==> config.mk <==
export PLATFORM = sky130hd
export DESIGN_NAME = tcsar_top
export DESIGN_NICKNAME = d
export VERILOG_FILES = /design/src/verilog/tcsar_pkg.sv /design/src/verilog/tcsar_top.sv
export SDC_FILE = /design/constraint.sdc
export NUM_CORES = 1
export LEC_CHECK = 0
export BUFFER_PORTS_ARGS = -buffer_cell sky130_fd_sc_hd__buf_2
export CAP_MARGIN = 20
export CORE_MARGIN = 4
export CORE_UTILIZATION = 50
export DETAILED_ROUTE_END_ITERATION = 6
export GPL_ROUTABILITY_DRIVEN = 0
export PLACE_DENSITY = 0.68
export REMOVE_ABC_BUFFERS = 1
export SLEW_MARGIN = 20
export SYNTH_ARGS = -nofsm -noshare
export SYNTH_HDL_FRONTEND = slang
export SYNTH_SLANG_ARGS = --single-unit
==> constraint.sdc <==
create_clock -name SYS_CLK -period 2.5 [get_ports SYS_CLK]
set_clock_uncertainty 0.05 [all_clocks]
set_input_delay 0.5 -clock SYS_CLK [delete_from_list [all_inputs] [get_ports SYS_CLK]]
set_output_delay 0.5 -clock SYS_CLK [all_outputs]
set_load 0.02 [all_outputs]
==> src/verilog/tcsar_pkg.sv <==
/*
 * Constants for the timer clock select and auto-reload timer block:
 * register addresses, field positions, reset values and divider counts.
 * Assumes an 8-bit special function register bus from the processor core.
 */
package tcsar_pkg;
    // ********************************************************
    // Register addresses
    // ********************************************************
    localparam logic [7:0] ADDR_TIMER0_COUNT_LOW = 8'h8a;
    localparam logic [7:0] ADDR_CLOCK_CONTROL = 8'h8e;
    localparam logic [7:0] ADDR_T2_CONTROL = 8'hc8;
    localparam logic [7:0] ADDR_T2_RELOAD_LOW = 8'hca;
    localparam logic [7:0] ADDR_T2_RELOAD_HIGH = 8'hcb;
    localparam logic [7:0] ADDR_T2_COUNT_LOW = 8'hcc;
    localparam logic [7:0] ADDR_T2_COUNT_HIGH = 8'hcd;

    // ********************************************************
    // Field positions
    // ********************************************************
    localparam int CK_T2_HIGH_SEL = 6;
    localparam int CK_T2_LOW_SEL = 5;
    localparam int CK_T1_SEL = 4;
    localparam int CK_T0_SEL = 3;
    localparam int T2_HIGH_FLAG = 7;
    localparam int T2_LOW_FLAG = 6;
    localparam int T2_LOW_IRQ_EN = 5;
    localparam int T2_SPLIT = 3;
    localparam int T2_RUN = 2;
    localparam int T2_EXT_SEL = 0;

    // Writable bits; others read as zero
    localparam logic [7:0] CK_WRITE_MASK = 8'h7b;
    localparam logic [7:0] T2_WRITE_MASK = 8'hed;

    // ********************************************************
    // Reset values
    // ********************************************************
    localparam logic [7:0] RESET_BYTE = 8'h00;

    // ********************************************************
    // Prescaler settings and divider counts
    // ********************************************************
    localparam logic [1:0] PRE_DIV12 = 2'h0;
    localparam logic [1:0] PRE_DIV4 = 2'h1;
    localparam logic [1:0] PRE_DIV48 = 2'h2;
    localparam logic [1:0] PRE_EXT8 = 2'h3;
    localparam logic [5:0] DIV48_LAST = 6'h2f;
    localparam logic [3:0] DIV12_LAST = 4'hb;
    localparam logic [1:0] DIV4_LAST = 2'h3;
    localparam logic [2:0] EXT8_LAST = 3'h7;
    localparam logic [7:0] BYTE_MAX = 8'hff;
endpackage : tcsar_pkg

==> src/verilog/tcsar_top.sv <==
/*
 * Timer clock selection and 16-bit auto-reload timer (one or two 8-bit).
 * Assumes a processor core on the special function register bus, one
 * system clock, and an external oscillator no faster than that clock.
 */
// Function
// RULE_01: Timer 1 ticks on prescaler when select 0, system clock when 1.
// RULE_02: Timer 0 ticks on prescaler when select 0, system clock when 1.
// RULE_03: Clock control bit 2 reads zero and ignores writes.
// RULE_04: Prescale 10 gives clock over 48, 11 gives external over 8.
// RULE_05: Prescale 00 gives clock over 12, 01 gives clock over 4.
// RULE_06: External clock over 8 is synchronised before it advances counters.
// RULE_07: External clock must be no faster than the system clock.
// RULE_08: Timer is two 8-bit counters, one 16-bit or two 8-bit.
// RULE_09: Control bit 3 selects 16-bit (0) or split 8-bit (1).
// RULE_10: 16-bit overflow from ffff loads both reload bytes.
// RULE_11: 16-bit overflow sets the high overflow flag.
// RULE_12: Enabled interrupt fires on every 16-bit overflow.
// RULE_13: With low enable, low byte overflow also interrupts in 16-bit mode.
// RULE_14: 16-bit counter clocks from clock, clock over 12 or external over 8.
// RULE_15: Low clock select drives whole counter, or low half when split.
// RULE_16: High clock select only matters in split mode.
// RULE_17: Split halves each reload from their own reload byte.
// RULE_18: Split mode run bit gates only the high counter.
// RULE_19: Split clock: select 1 system, else over 12 or external over 8.
// RULE_20: Split wraps set high flag and low flag respectively.
// RULE_21: Split high overflow interrupts; low too when low enable set.
// RULE_22: Handler reads both flags to find the interrupt source.
// RULE_23: Flags are cleared only by software writes.
`timescale 1ns/100ps
module tcsar_top
    import tcsar_pkg::*;
(
    input wire logic SYS_CLK,
    input wire logic NRST,
    input wire logic [7:0] SFR_ADDR,
    input wire logic [7:0] SFR_WDATA,
    input wire logic SFR_WR,
    input wire logic SFR_RD,
    output logic [7:0] SFR_RDATA,
    input wire logic EXT_CLK,
    input wire logic T2_IRQ_ENABLE,
    input wire logic TIMER0_COUNTER_MODE,
    input wire logic TIMER1_COUNTER_MODE,
    output logic TIMER0_TICK,
    output logic TIMER1_TICK,
    output logic T2_IRQ
);
    // ********************************************************
    // Register state
    // ********************************************************
    // Every _reg takes its _next from one always_comb
    // Synchroniser flops only shift, so they have no _next
    logic [7:0] ck_reg, ck_next;
    logic [7:0] t2c_reg, t2c_next;
    logic [7:0] rll_reg, rll_next;
    logic [7:0] rlh_reg, rlh_next;
    logic [7:0] cnt_l_reg, cnt_l_next;
    logic [7:0] cnt_h_reg, cnt_h_next;
    logic [7:0] t0l_reg, t0l_next;
    logic [7:0] rdata_reg, rdata_next;
    logic [5:0] pre_reg, pre_next;
    logic [3:0] d12_reg, d12_next;
    logic [2:0] e8_reg, e8_next;
    logic ext_s1_reg, ext_s2_reg, ext_s3_reg;
    logic t0_reg, t0_next;
    logic t1_reg, t1_next;
    logic irq_reg, irq_next;

    // Decoded strobes and ticks
    logic wr_ck, wr_t2c, wr_rll, wr_rlh, wr_cl, wr_ch, wr_t0l;
    logic tick4, tick12, tick48, ext_edge, tick_ext8;
    logic pre_tick, low_tick, high_tick;
    logic split, run, low_ovf, high_ovf;

    // Select one of system clock, clock over 12 or external over 8
    // Shared by both halves so their source muxes cannot drift apart
    function automatic logic t2_source(input logic sys_sel, input logic ext_sel,
                                        input logic t12, input logic te8);
        t2_source = sys_sel ? 1'b1 : (ext_sel ? te8 : t12);
    endfunction : t2_source

    // Write strobe for one address
    // Decoding used by every writable register
    function automatic logic wr_hit(input logic [7:0] addr, input logic [7:0] target,
                                    input logic wr);
        wr_hit = wr && (addr == target);
    endfunction : wr_hit

    // ********************************************************
    // Bus decode
    // ********************************************************
    // One write strobe per mapped register
    // Read decode sits with the read data mux below
    always_comb begin
        wr_ck = wr_hit(SFR_ADDR, ADDR_CLOCK_CONTROL, SFR_WR);
        wr_t2c = wr_hit(SFR_ADDR, ADDR_T2_CONTROL, SFR_WR);
        wr_rll = wr_hit(SFR_ADDR, ADDR_T2_RELOAD_LOW, SFR_WR);
        wr_rlh = wr_hit(SFR_ADDR, ADDR_T2_RELOAD_HIGH, SFR_WR);
        wr_cl = wr_hit(SFR_ADDR, ADDR_T2_COUNT_LOW, SFR_WR);
        wr_ch = wr_hit(SFR_ADDR, ADDR_T2_COUNT_HIGH, SFR_WR);
        wr_t0l = wr_hit(SFR_ADDR, ADDR_TIMER0_COUNT_LOW, SFR_WR);
    end

    // ********************************************************
    // External clock synchroniser
    // ********************************************************
    // Two flops then an edge detector on the settled copy
    // EXT_CLK is asynchronous; the first flop feeds only the second
    // Third flop holds the last settled level for edge detection
    always_ff @(posedge SYS_CLK or negedge NRST) begin
        if (!NRST) begin
            ext_s1_reg <= 1'b0;
            ext_s2_reg <= 1'b0;
            ext_s3_reg <= 1'b0;
        end else begin
            ext_s1_reg <= EXT_CLK; // RULE_06
            ext_s2_reg <= ext_s1_reg;
            ext_s3_reg <= ext_s2_reg;
        end
    end

    // ********************************************************
    // Prescalers
    // ********************************************************
    // Divider counts and selected prescaler tick
    // Dividers run free; a select change does not restart them
    // So the first tick after a select change may come early
    // The /4 tick reuses the /48 counter, 48 being a multiple of 4
    // Pin must be slower than the system clock or edges are lost
    always_comb begin
        ext_edge = ext_s2_reg && !ext_s3_reg;
        tick48 = (pre_reg == DIV48_LAST);
        tick4 = (pre_reg[1:0] == DIV4_LAST);
        tick12 = (d12_reg == DIV12_LAST);
        tick_ext8 = ext_edge && (e8_reg == EXT8_LAST); // RULE_06
        pre_next = tick48 ? 6'h00 : pre_reg + 6'h01;
        d12_next = tick12 ? 4'h0 : d12_reg + 4'h1;
        e8_next = ext_edge ? e8_reg + 3'h1 : e8_reg;
        // Shared prescale for Timer 0 and Timer 1
        case (ck_reg[1:0])
            PRE_DIV12: pre_tick = tick12; // RULE_05
            PRE_DIV4: pre_tick = tick4; // RULE_05
            PRE_DIV48: pre_tick = tick48; // RULE_04
            PRE_EXT8: pre_tick = tick_ext8; // RULE_04
            default: pre_tick = 1'b0;
        endcase
        // Counter mode takes its clock elsewhere, so no tick here
        t0_next = !TIMER0_COUNTER_MODE && (ck_reg[CK_T0_SEL] || pre_tick); // RULE_02
        t1_next = !TIMER1_COUNTER_MODE && (ck_reg[CK_T1_SEL] || pre_tick); // RULE_01
    end

    // Register prescaler state
    // Tick outputs land one cycle after the internal tick
    always_ff @(posedge SYS_CLK or negedge NRST) begin
        if (!NRST) begin
            pre_reg <= 6'h00;
            d12_reg <= 4'h0;
            e8_reg <= 3'h0;
            t0_reg <= 1'b0;
            t1_reg <= 1'b0;
        end else begin
            pre_reg <= pre_next;
            d12_reg <= d12_next;
            e8_reg <= e8_next;
            t0_reg <= t0_next;
            t1_reg <= t1_next;
        end
    end

    // ********************************************************
    // Auto-reload timer
    // ********************************************************
    // Clock choice, counting, reload and flags
    // Low select clocks the whole counter unless split
    always_comb begin
        split = t2c_reg[T2_SPLIT]; // RULE_09
        run = t2c_reg[T2_RUN];
        low_tick = t2_source(ck_reg[CK_T2_LOW_SEL], t2c_reg[T2_EXT_SEL],
                             tick12, tick_ext8); // RULE_14 RULE_15 RULE_19
        high_tick = t2_source(ck_reg[CK_T2_HIGH_SEL], t2c_reg[T2_EXT_SEL],
                              tick12, tick_ext8); // RULE_16 RULE_19
        // Default: counts hold, no overflow
        cnt_l_next = cnt_l_reg;
        cnt_h_next = cnt_h_reg;
        low_ovf = 1'b0;
        high_ovf = 1'b0;
        if (split) begin
            // Low half free-running, high half gated by run
            if (low_tick) begin // RULE_18
                low_ovf = (cnt_l_reg == BYTE_MAX);
                cnt_l_next = low_ovf ? rll_reg : cnt_l_reg + 8'h01; // RULE_17
            end
            if (run && high_tick) begin // RULE_18
                high_ovf = (cnt_h_reg == BYTE_MAX);
                cnt_h_next = high_ovf ? rlh_reg : cnt_h_reg + 8'h01; // RULE_17
            end
        end else if (run && low_tick) begin // RULE_08
            // Low carries into high; both reload at ffff
            low_ovf = (cnt_l_reg == BYTE_MAX);
            high_ovf = low_ovf && (cnt_h_reg == BYTE_MAX);
            if (high_ovf) begin
                cnt_l_next = rll_reg; // RULE_10
                cnt_h_next = rlh_reg; // RULE_10
            end else begin
                cnt_l_next = cnt_l_reg + 8'h01;
                cnt_h_next = low_ovf ? cnt_h_reg + 8'h01 : cnt_h_reg;
            end
        end
        // Software writes to the count bytes take precedence
        // A write on an overflow edge drops that reload
        if (wr_cl) begin
            cnt_l_next = SFR_WDATA;
        end
        if (wr_ch) begin
            cnt_h_next = SFR_WDATA;
        end
        // Control: software writes, hardware set wins over clear
        // Low flag sets in both modes; no hardware path clears a flag
        t2c_next = wr_t2c ? (SFR_WDATA & T2_WRITE_MASK) : t2c_reg;
        if (high_ovf) begin
            t2c_next[T2_HIGH_FLAG] = 1'b1; // RULE_11 RULE_20 RULE_23
        end
        if (low_ovf) begin
            t2c_next[T2_LOW_FLAG] = 1'b1; // RULE_20 RULE_23
        end
        // Request is a level held until software clears the flag
        // With low requests on, the handler must read both flags
        irq_next = T2_IRQ_ENABLE && (t2c_reg[T2_HIGH_FLAG]
                   || (t2c_reg[T2_LOW_IRQ_EN] && t2c_reg[T2_LOW_FLAG])); // RULE_12 RULE_13 RULE_21
    end

    // Register timer state
    // Counts change on ticks and writes; flags keep their value until written
    always_ff @(posedge SYS_CLK or negedge NRST) begin
        if (!NRST) begin
            t2c_reg <= RESET_BYTE;
            cnt_l_reg <= RESET_BYTE;
            cnt_h_reg <= RESET_BYTE;
            irq_reg <= 1'b0;
        end else begin
            t2c_reg <= t2c_next;
            cnt_l_reg <= cnt_l_next;
            cnt_h_reg <= cnt_h_next;
            irq_reg <= irq_next;
        end
    end

    // ********************************************************
    // Plain registers and read path
    // ********************************************************
    // Stored bytes and registered read data
    // Count bytes are not latched, so a 16-bit read may tear
    // Unused control bits are masked on write and read zero
    always_comb begin
        ck_next = wr_ck ? (SFR_WDATA & CK_WRITE_MASK) : ck_reg; // RULE_03
        rll_next = wr_rll ? SFR_WDATA : rll_reg;
        rlh_next = wr_rlh ? SFR_WDATA : rlh_reg;
        t0l_next = wr_t0l ? SFR_WDATA : t0l_reg;
        // Read data holds between reads
        rdata_next = rdata_reg;
        if (SFR_RD) begin
            case (SFR_ADDR)
                ADDR_CLOCK_CONTROL: rdata_next = ck_reg; // RULE_03
                ADDR_T2_CONTROL: rdata_next = t2c_reg; // RULE_22
                ADDR_T2_RELOAD_LOW: rdata_next = rll_reg;
                ADDR_T2_RELOAD_HIGH: rdata_next = rlh_reg;
                ADDR_T2_COUNT_LOW: rdata_next = cnt_l_reg;
                ADDR_T2_COUNT_HIGH: rdata_next = cnt_h_reg;
                ADDR_TIMER0_COUNT_LOW: rdata_next = t0l_reg;
                default: rdata_next = RESET_BYTE;
            endcase
        end
    end

    // Register stored bytes
    // Plain storage for timer0_count_low; Timer 0 counts elsewhere
    always_ff @(posedge SYS_CLK or negedge NRST) begin
        if (!NRST) begin
            ck_reg <= RESET_BYTE;
            rll_reg <= RESET_BYTE;
            rlh_reg <= RESET_BYTE;
            t0l_reg <= RESET_BYTE;
            rdata_reg <= RESET_BYTE;
        end else begin
            ck_reg <= ck_next;
            rll_reg <= rll_next;
            rlh_reg <= rlh_next;
            t0l_reg <= t0l_next;
            rdata_reg <= rdata_next;
        end
    end

    // ********************************************************
    // Outputs
    // ********************************************************
    // All outputs straight from flip-flops
    assign SFR_RDATA = rdata_reg;
    assign TIMER0_TICK = t0_reg;
    assign TIMER1_TICK = t1_reg;
    assign T2_IRQ = irq_reg;
endmodule : tcsar_top

# Word-level counts from Yosys, hierarchy flattened
# Cells that the tools add are included.
[word_totals]
input_bits = 24
register_bits = 79
elab_cells = 101
[op_classes]
add_sub_neg = 5
muxes = 29
reduce_logical = 30
eq_ne = 18
[op_table]
columns = ["op", "count"]
rows = [
  ["8-bit two-way mux", 14],
  ["8-bit == test, second input constant", 9],
  ["8-bit case mux with 7 select lines", 1],
  ["8-bit by 1-bit adder with 8-bit output, second input constant", 2],
  ["1-bit logical AND", 16],
  ["1-bit two-way mux", 11],
  ["6-bit by 1-bit adder with 6-bit output, second input constant", 1],
  ["2-bit == test, second input constant", 3],
  ["6-bit == test, second input constant", 1],
  ["6-bit two-way mux", 1],
  ["3-bit by 1-bit inequality test with 1-bit output, second input constant", 2],
  ["3-bit nonzero test", 2],
  ["4-bit by 1-bit adder with 4-bit output, second input constant", 1],
  ["4-bit == test, second input constant", 1],
  ["4-bit two-way mux", 1],
  ["1-bit case mux with 4 select lines", 1],
  ["2-bit nonzero test", 2],
  ["4-bit nonzero test", 1],
  ["3-bit by 1-bit adder with 3-bit output, second input constant", 1],
  ["3-bit == test, second input constant", 1],
  ["1-bit zero test", 3],
  ["1-bit logical OR", 3],
  ["3-bit AND reduction", 1],
  ["2-bit by 1-bit == test with 1-bit output, second input constant", 1],
  ["2 further kinds", 2],
]

# Depth between registers and ports, before layout
# Gate-level depths: netlist of the first run.
[depth]
word_depth = 9
ltp_mapped = 8
depth_no_buf = 7

# Worst setup path after synthesis of the first run
# No wires, ideal clock.
[synth_path]
path_kind = "register -> register"
startpoint = "register e8_reg[0]"
endpoint = "register cnt_h_reg[6]"
arrival_time_ps = 1787
slack_ps = 538
path_buffers = 1
path_stages_with_launch = 9
setup_ps = 125
required_ps = 2325
path_cell_list = "dfrtp_1 > ha_1 > ha_1 > and4b_1 > o31a_1 > o21a_1 > buf_6 > a41oi_1 > o21ai_1"
[synth_via]
elab_chain_len = 7
elab_cells_between_ends = 10
classes_between = "2 x eq/ne; 3 x mux; 5 x reduce/logical"
[synth_rtl]
columns = ["item", "line", "source"]
rows = [
  ["start, declared", "tcsar_top.sv:64", "logic [2:0] e8_reg, e8_next;"],
  ["start signal, assigned", "tcsar_top.sv:165", "e8_reg <= e8_next;"],
  ["3-bit == test *", "tcsar_top.sv:136", "tick_ext8 = ext_edge && (e8_reg == EXT8_LAST);"],
  ["1-bit logical AND *", "tcsar_top.sv:136", ""],
  ["1-bit two-way mux *", "tcsar_top.sv:80", "t2_source = sys_sel ? 1'b1 : (ext_sel ? te8 : t12);"],
  ["1-bit two-way mux", "tcsar_top.sv:80", ""],
  ["1-bit logical AND (on tied branches)", "tcsar_top.sv:194, tcsar_top.sv:198", ""],
  ["3-bit by 1-bit inequality test with 1-bit output (no line) or 3-bit nonzero test (tied branches)", "-", ""],
  ["3-bit AND reduction (no line) *", "-", ""],
  ["end signal, assigned", "tcsar_top.sv:244", "cnt_h_reg <= cnt_h_next;"],
  ["end, declared", "tcsar_top.sv:59", "logic [7:0] cnt_h_reg, cnt_h_next;"],
]
# Mark *: on every way between the ends. The rest lies on a longest branch, timed or not.
# A chain may end at the register's enable or synchronous reset.

# Worst setup path in the final report of the first run
[layout_path]
startpoint = "register e8_reg[0]"
endpoint = "register cnt_l_reg[6]"
[layout_via]
elab_chain_len = 7
elab_cells_between_ends = 8
classes_between = "2 x eq/ne; 2 x mux; 4 x reduce/logical"
[layout_rtl]
columns = ["item", "line", "source"]
rows = [
  ["3-bit == test *", "tcsar_top.sv:136", ""],
  ["1-bit logical AND *", "tcsar_top.sv:136", ""],
  ["1-bit two-way mux * (2 in a row)", "tcsar_top.sv:80", ""],
  ["1-bit logical AND", "tcsar_top.sv:198", "end else if (run && low_tick) begin"],
  ["3-bit nonzero test (no line)", "-", ""],
  ["2-bit AND reduction (no line) *", "-", ""],
  ["end signal, assigned", "tcsar_top.sv:243", "cnt_l_reg <= cnt_l_next;"],
  ["end, declared", "tcsar_top.sv:58", "logic [7:0] cnt_l_reg, cnt_l_next;"],
]
# Marks and branches as above.

==> results.md, run 1 <==
| Step | Metric | Value |
| --- | --- | --- |
| synthesis | Post-synthesis cell type with the largest combined area | dfrtp_1 |
| global route | Met1 track utilization from global routing | 32.9% |
| synthesis | Average footprint of a synthesized cell | 10.4 um^2 |
| sta | Relative slew slack | 61.1% |
| drt | Drt wl/cell | 20.2 um |
| sta | Maximum clock frequency | 461 MHz |
| setup path | Critical Path Start | e8_reg[0] |
| synthesis | Post-synthesis mux area share | 13.4% |
| global route | Busiest layer in global routing | met2 |
| sta | Transition time at the pin with the least slew margin | 578 ps |
| setup path | CP peak stage delay | 530 ps |
| worst hold path | Type of the worst min-delay path | in2async |
| global route | Maximum number of pins on one net before global-route repair | 44 |
| global route | Initial antenna violation count | 0 |
| floorplanning | Chip Width | 101 um |
| synthesis | Share of the synthesized area in the top cell type | 45.8% |
| outcome | Result of the run | finished clean |
| clock network | Clock tree from TritonCTS | done |
| clock network | Number of H-tree branching levels | 3 |
| power | Power per cell area | 558 nW/um^2 |
| sta | Final setup violation count | 0 |
| power | Total leakage power | 2.14 nW |
| synthesis | Synthesized-area fraction occupied by xor and xnor cells | 0.812% |
| drt | Drt pass-1 iters | 7 |
| synthesis | Leading cell types by total area after synthesis | dfrtp_1 (46%), mux2_2 (9.1%), mux2i_1 (3.5%) |
| setup path | Element type at the critical path start | flop |
| setup path | Crit end category | flop |
| global route | Total routing resource utilization after global routing | 23.5% |
| global route | Number of global-route vias before repair | 3456 |
| layout | Net count, final | 477 |
| setup path | Critical register-to-register path endpoint | cnt_l_reg[6] |
| sta | Final Hold Fails | 0 |
| clock network | Clk pin slew, worst setup/hold paths | 90 ps |
| floorplanning | Core Rows | 33 |
| place | IO buf count | 34 |
| power | Max rail drop VDD | 329 uV |
| setup path | Most repeated library cell on the critical path | ha_1 |
| synthesis | EDFF count, synth | 0 |
| sta | Min Tclk post-route | 2170 ps |
| synthesis | Simple-gate portion of the synthesized area | 17.5% |
| setup path | Path depth of the worst reg2reg path | 7 |
| setup path | Chain of cells forming the critical path | ha_1 > ha_1 > and4b_1 > o32ai_2 > nor3_1 > and3_1 > o22ai_1 |
| drt | Overall via count from detail_route | 3541 |
| place | Post-detailed-placement cell area | 4580 um^2 |
| setup path | Required arrival time at the worst endpoint | 2710 ps |
| drt | Antenna-violating nets left | 0 |
| drt | DRC | 0 |
| setup path | Startpoint of the worst register-to-register path | e8_reg[0] |
| sta | RSZ-0062 raised after global routing | false |
| global route | Overall overflow remaining after global route | 0 |
| synthesis | Gate Count Post-Synth | 413 |
| setup path | End of the critical path | cnt_l_reg[6] |
| setup path | Slowest stage cell, crit path | o32ai_2 |
| global route | Global-route wire length before repair | 18.5 mm |
| synthesis | Largest family of logic cells by synthesized area | simple AND/OR/NAND/NOR gates |
| synthesis | Number of flip-flops and latches in the synthesized netlist | 79 |
| synthesis | Share of synthesized flip-flops with an asynchronous set or reset | 100% |
| floorplanning | Die Y | 101 um |
| floorplanning | Initial cell density of the core | 52.0% |
| setup path | Crit path max fanout | 7 |
| drt | First DRT Iteration DRCs | 342 |
| synthesis | Syn. warnings | 0 |
| synthesis | Library cells used by synthesis | 61 |
| synthesis | Most frequent cell after synthesis | dfrtp_1 |
| layout | Area of combinational cells with multiple inputs | 2170 um^2 |
| layout | Layout cells sized above 1 | 24.1% |
| job | Max-cap violations | 0 |
| layout | Sequential cell area in the final layout | 1980 um^2 |
| synthesis | Syn Std Cell Area | 4310 um^2 |
| setup path | CP arrival | 2380 ps |
| synthesis | Share of the yosys chip area belonging to registers | 45.8% |
| drt | Aggregate routed wire length | 11.3 mm |
| synthesis | Most frequently used flop master after synthesis | dfrtp_1 |
| clock network | Insertion delay of the later-clocked pin in the worst-skew pair | 350 ps |
| layout | Fillers | 744 |
| synthesis | Fraction of the mapped netlist area in compound gates | 16.9% |
| clock network | Count of hold-fix buffers inserted at cts | 0 |
| setup path | Critical Setup Path Class | reg2reg |
| clock network | Total clock buffers created by CTS | 9 |
| global route | Grt met2 use | 36.5% |
| drt | Via count normalized by instance count | 6.36 |
| setup path | Buf+Inv Stages, Crit Path | 0 |
| setup path | Logic depth of the worst path, buffers included | 7 |
| clock network | Post-cts resize count | 0 |
| sta | Period utilisation layout | 86.8% |
| clock network | Buffers inserted during post-CTS setup optimization | 0 |
| sta | Number of slew-limit violations in the final report | 0 |
| layout | Post-route cell area | 4760 um^2 |
| setup path | Critical path's top delay family | compound AO/OA/AOI/OAI gates |
| layout | Synthesis-to-finish area growth | 10.3% |
| sta | Fin Setup TNS | 0 ps |
| floorplanning | Die area | 10200 um^2 |
| setup path | Minimum setup slack among reg-to-reg paths | 330 ps |
| layout | Antenna diode count | 0 |
| floorplanning | Count of boundary I/O pins | 35 |
| place | Detailed placer's ending HPWL | 8.31 mm |
| synthesis | Fraction of the mapped netlist area in adder cells | 1.74% |
| synthesis | Most instantiated cells after synthesis | dfrtp_1 (79), mux2_2 (35), nand3_1 (30) |
| clock network | Clock root buffer | clkbuf_8 |
| global route | Global-route track usage on met3 | 4.36% |
| clock network | Clock Path Buffers | 2 |
| floorplanning | Placeable core region | 8300 um^2 |
| clock network | Number of clock sinks | 79 |
-- cells in the final DEF (no fill, tap or decap), types with 7 or more instances in the layout --
cell / netlist / final
a21oi_1: 13 / 13
and3_1: 11 / 11
buf_2: 8 / 33
buf_4: 5 / 7
clkbuf_8: 0 / 9
dfrtp_1: 79 / 79
inv_1: 16 / 16
mux2_2: 35 / 35
mux2i_1: 15 / 15
nand2_1: 29 / 29
nand3_1: 30 / 30
nand4_1: 7 / 7
nor2_1: 19 / 19
o211ai_1: 8 / 8
o21ai_0: 23 / 23
o22ai_1: 15 / 15
-- where the power goes --
part	total, mW	internal [mW]	switching, mW
logic	0.308	0.135	0.173
registers	1.45	1.36	0.0916
clock network	0.893	0.373	0.520
total	2.65	1.87	0.785
-- how the worst min path moves through the flow --
stage	start	end
after floorplan	NRST	SFR_RDATA[0]
after global placement	ext_s1_reg	ext_s2_reg
after detailed placement	ext_s1_reg	ext_s2_reg
after CTS	NRST	TIMER0_TICK
after global routing	NRST	SFR_RDATA[5]
final	NRST	SFR_RDATA[5]
-- cells by family (layout without fill, tap and decap cells) --
group,Yosys count,in the layout
and+or+nand+nor,129,129
DFF,79,79
adders and majority gates,6,6
AOI/OAI and AO/OA,108,108
muxes,53,53
buffers and inverters,34,73
xor gates and xnor gates,4,4
-- through the flow --
stage	total power [mW]	hold WS [ps]	cells	util, %	setup slack [ps]
floorplan	1.62	154	395	-	538
global placement	1.77	312	541	55.2	350
detailed placement	1.79	308	541	55.2	339
CTS	2.67	57.4	557	57.3	336
global route	2.79	70.8	557	57.3	155
finish	2.65	44.9	557	57.3	331
-- final cells by class --
cell class	instances	area share (%)
tap	105	2.76
clock inverter	7	1.16
clock buffer	9	2.60
sequential	79	41.5
multi-input combinational	300	45.7
timing repair buffer	41	5.00
inverter	16	1.26
-- layer usage --
layer	wire [um]	part of all wire [%]	up-vias
li1	-	-	1625
met1	4840	43	1747
met2	5290	47	138
met3	814	7.2	31
met4	299	2.7	0
met5	0	0	-
(Power assumes the default switching activity.)
==> run 2, diff against run 1 <==
Settings changed: CORE_UTILIZATION 50 to 25, PLACE_DENSITY 0.68 to default.
==> run 2 against run 1 <==
Net effect:
- global-route usage decreased by 11 points
- via count down 0.14%
- die area grew 91%
- worst hold slack improved by 71 ps
- setup slack lost 0.52 ps
- sequential share of layout area is 2.2 points lower
- clock-buffer cell count rose by 1
- final cell count grew 21%
- critical path type unchanged
- critical path depth stayed put
- highest routed layer is now met5
- register-to-register slack barely moved
- routed wire length grew 4.9%
- power up 15%
==> results.md, run 2 (synthesized netlist as in run 1, its figures left out) <==
| Step | Metric | Value | vs previous |
| --- | --- | --- | --- |
| place | Detailed placer's ending HPWL | 8.69 mm | was 8.31 mm |
| drt | Drt wl/cell | 17.5 um | was 20.2 um |
| power | Portion of total power attributed to combinational logic | 10.3% | was 11.6% |
| power | Total leakage power | 2.19 nW | was 2.14 nW |
| power | Net switching share of the total power | 27.4% | was 29.6% |
| power | Portion of total power attributed to the clock network | 42.0% | was 33.7% |
| floorplanning | Count of boundary I/O pins | 35 | unchanged |
| layout | Antenna diode count | 0 | unchanged |
| layout | Layout cells sized above 1 | 24.3% | was 24.1% |
| sta | Min Tclk post-route | 2170 ps | about the same |
| clock network | Count of hold-fix buffers inserted at cts | 0 | unchanged |
| global route | Global-route wire length before repair | 19.3 mm | was 18.5 mm |
| place | # placed instances | 657 | was 541 |
| setup path | CP arrival | 2350 ps | was 2380 ps |
| drt | Antenna-violating nets left | 0 | unchanged |
| floorplanning | Die Y | 139 um | was 101 um |
| global route | Initial antenna violation count | 1 | was 0 |
| layout | Fillers | 1743 | was 744 |
| sta | Transition time at the pin with the least slew margin | 528 ps | was 578 ps |
| setup path | Startpoint of the worst register-to-register path | e8_reg[0] | unchanged |
| setup path | Critical Path Start | e8_reg[0] | unchanged |
| clock network | Post-cts resize count | 0 | unchanged |
| power | Sequential share of power | 47.7% | was 54.7% |
| power | Internal Power | 2.21 mW | was 1.87 mW |
| outcome | Result of the run | finished clean | unchanged |
| sta | Final setup violation count | 0 | unchanged |
| place | IO buf count | 34 | unchanged |
| clock network | Buffers inserted during post-CTS setup optimization | 0 | unchanged |
| power | Max rail drop VDD | 318 uV | was 329 uV |
| floorplanning | Initial cell density of the core | 25.7% | was 52.0% |
| sta | Period utilisation layout | 86.8% | about the same |
| clock network | Number of clock sinks | 79 | unchanged |
| clock network | Clock Path Buffers | 2 | unchanged |
| layout | Post-route non-filler standard cell count | 673 | was 557 |
| clock network | Total clock buffers created by CTS | 9 | unchanged |
| sta | RSZ-0062 raised after global routing | false | unchanged |
| sta | Relative slew slack | 64.5% | was 61.1% |
| power | Switching Power | 0.835 mW | was 0.785 mW |
| layout | Area of combinational cells with multiple inputs | 2170 um^2 | unchanged |
| place | Post-detailed-placement cell area | 4730 um^2 | was 4580 um^2 |
| worst hold path | Type of the worst min-delay path | in2async | unchanged |
| clock network | Number of H-tree branching levels | 3 | unchanged |
| layout | Synthesis-to-finish area growth | 16.4% | was 10.3% |
| setup path | Crit path max fanout | 9 | was 7 |
| global route | Number of global-route vias before repair | 3550 | was 3456 |
| floorplanning | Placeable core region | 16800 um^2 | was 8300 um^2 |
| sta | Number of slew-limit violations in the final report | 0 | unchanged |
| clock network | Clock tree from TritonCTS | done | unchanged |
| drt | Drt pass-1 iters | 6 | was 7 |
| clock network | Clk pin slew, worst setup/hold paths | 70 ps | was 90 ps |
| floorplanning | Core Rows | 47 | was 33 |
| layout | Layout Utilization | 30.0% | was 57.3% |
| setup path | Required arrival time at the worst endpoint | 2680 ps | was 2710 ps |
| layout | Sequential cell area in the final layout | 1980 um^2 | unchanged |
| sta | Final Hold Fails | 0 | unchanged |
| setup path | Critical Setup Path Class | reg2reg | unchanged |
| layout | Top library cells by usage in the layout, fill and taps aside | dfrtp_1 (79), mux2_2 (35), buf_2 (33) | unchanged |
| global route | Total routing resource utilization after global routing | 12.4% | was 23.5% |
| drt | Via count normalized by instance count | 5.25 | was 6.36 |
| floorplanning | Chip Width | 139 um | was 101 um |
| setup path | Crit end category | flop | unchanged |
| job | Max-cap violations | 0 | unchanged |
| setup path | Element type at the critical path start | flop | unchanged |
| floorplanning | Die area | 19400 um^2 | was 10200 um^2 |
| drt | First DRT Iteration DRCs | 339 | was 342 |
| layout | Net count, final | 478 | was 477 |
| layout | Most common cell after layout, fill and taps aside | dfrtp_1 | unchanged |
| global route | Maximum number of pins on one net before global-route repair | 80 | was 44 |
| layout | Post-route cell area | 5020 um^2 | was 4760 um^2 |
| power | Overall power after layout | 3.05 mW | was 2.65 mW |
| global route | Overall overflow remaining after global route | 0 | unchanged |
| clock network | Insertion delay of the later-clocked pin in the worst-skew pair | 340 ps | was 350 ps |
| sta | Fin Setup TNS | 0 ps | unchanged |
| drt | Overall via count from detail_route | 3536 | was 3541 |
| sta | Maximum clock frequency | 461 MHz | about the same |
| clock network | Clock root buffer | clkbuf_16 | was clkbuf_8 |
| drt | DRC | 0 | unchanged |
| power | Power per cell area | 606 nW/um^2 | was 558 nW/um^2 |
| drt | Aggregate routed wire length | 11.8 mm | was 11.3 mm |
-- run 2: cell count changes in the layout (fill, tap and decap cells not counted), sizes merged --
cell,before,now
buf,41,42
clkinv,3,2
clkinvlp,1,2
clkbuf,9,10
inv,19,18
-- run 2: worst max-delay path, stage by stage, from the launching register on --
cell and delay (ps):
dfrtp_1 400, ha_1 200, ha_1 190, and4b_1 240, o31a_1 370, o21a_1 250, a41oi_1 260, o21ai_1 90
-- run 2: path summary, 6_finish.rpt --
path / to / slack [ps] / cells past startpoint
worst max-delay path: cnt_h_reg[6] / 330 / 7
worst min-delay path: SFR_RDATA[7] / 120 / 2
worst max register to register: cnt_h_reg[6] / 330 / 7
worst min register to register: ext_s2_reg / 300 / 0
max in group asynchronous: cnt_h_reg[2] / 1920 / 2
min in group SYS_CLK: ext_s1_reg / 210 / 1
-- run 2: cell type report --
type | instances | share of cell area (%)
well taps | 220 | 5.48
repair buffers | 42 | 4.88
clock buffers | 10 | 4.76
inverters | 16 | 1.20
clock inverters | 6 | 1.05
multi-input cells | 300 | 43.3
flip-flops and latches | 79 | 39.4
-- run 2: power groups by stage --
| stage | clock (mW) | sequential (mW) | combinational, mW |
|---|---|---|---|
| detailed placement | 0 | 1.47 | 0.317 |
| CTS | 1.30 | 1.45 | 0.318 |
| global route | 1.36 | 1.46 | 0.358 |
| global placement | 0 | 1.47 | 0.306 |
| finish | 1.28 | 1.45 | 0.314 |
| floorplan | 0 | 1.44 | 0.172 |
-- run 2: per-stage QoR --
stage / hold slack, ps / worst slack [ps]
2_1_floorplan: 154 / 538
3_5_place_dp: 289 / 346
5_1_grt: 146 / 177
4_1_cts: 148 / 327
6_report: 116 / 330
3_3_place_gp: 285 / 386
-- run 2: routing by layer --
metal	up-vias	global-route usage, %	part of all wire, %
met5	-	0	0.11
met4	2	5.05	2.4
met3	29	2.81	5.0
met2	122	20.0	48
met1	1764	16.2	44
li1	1619	-	-
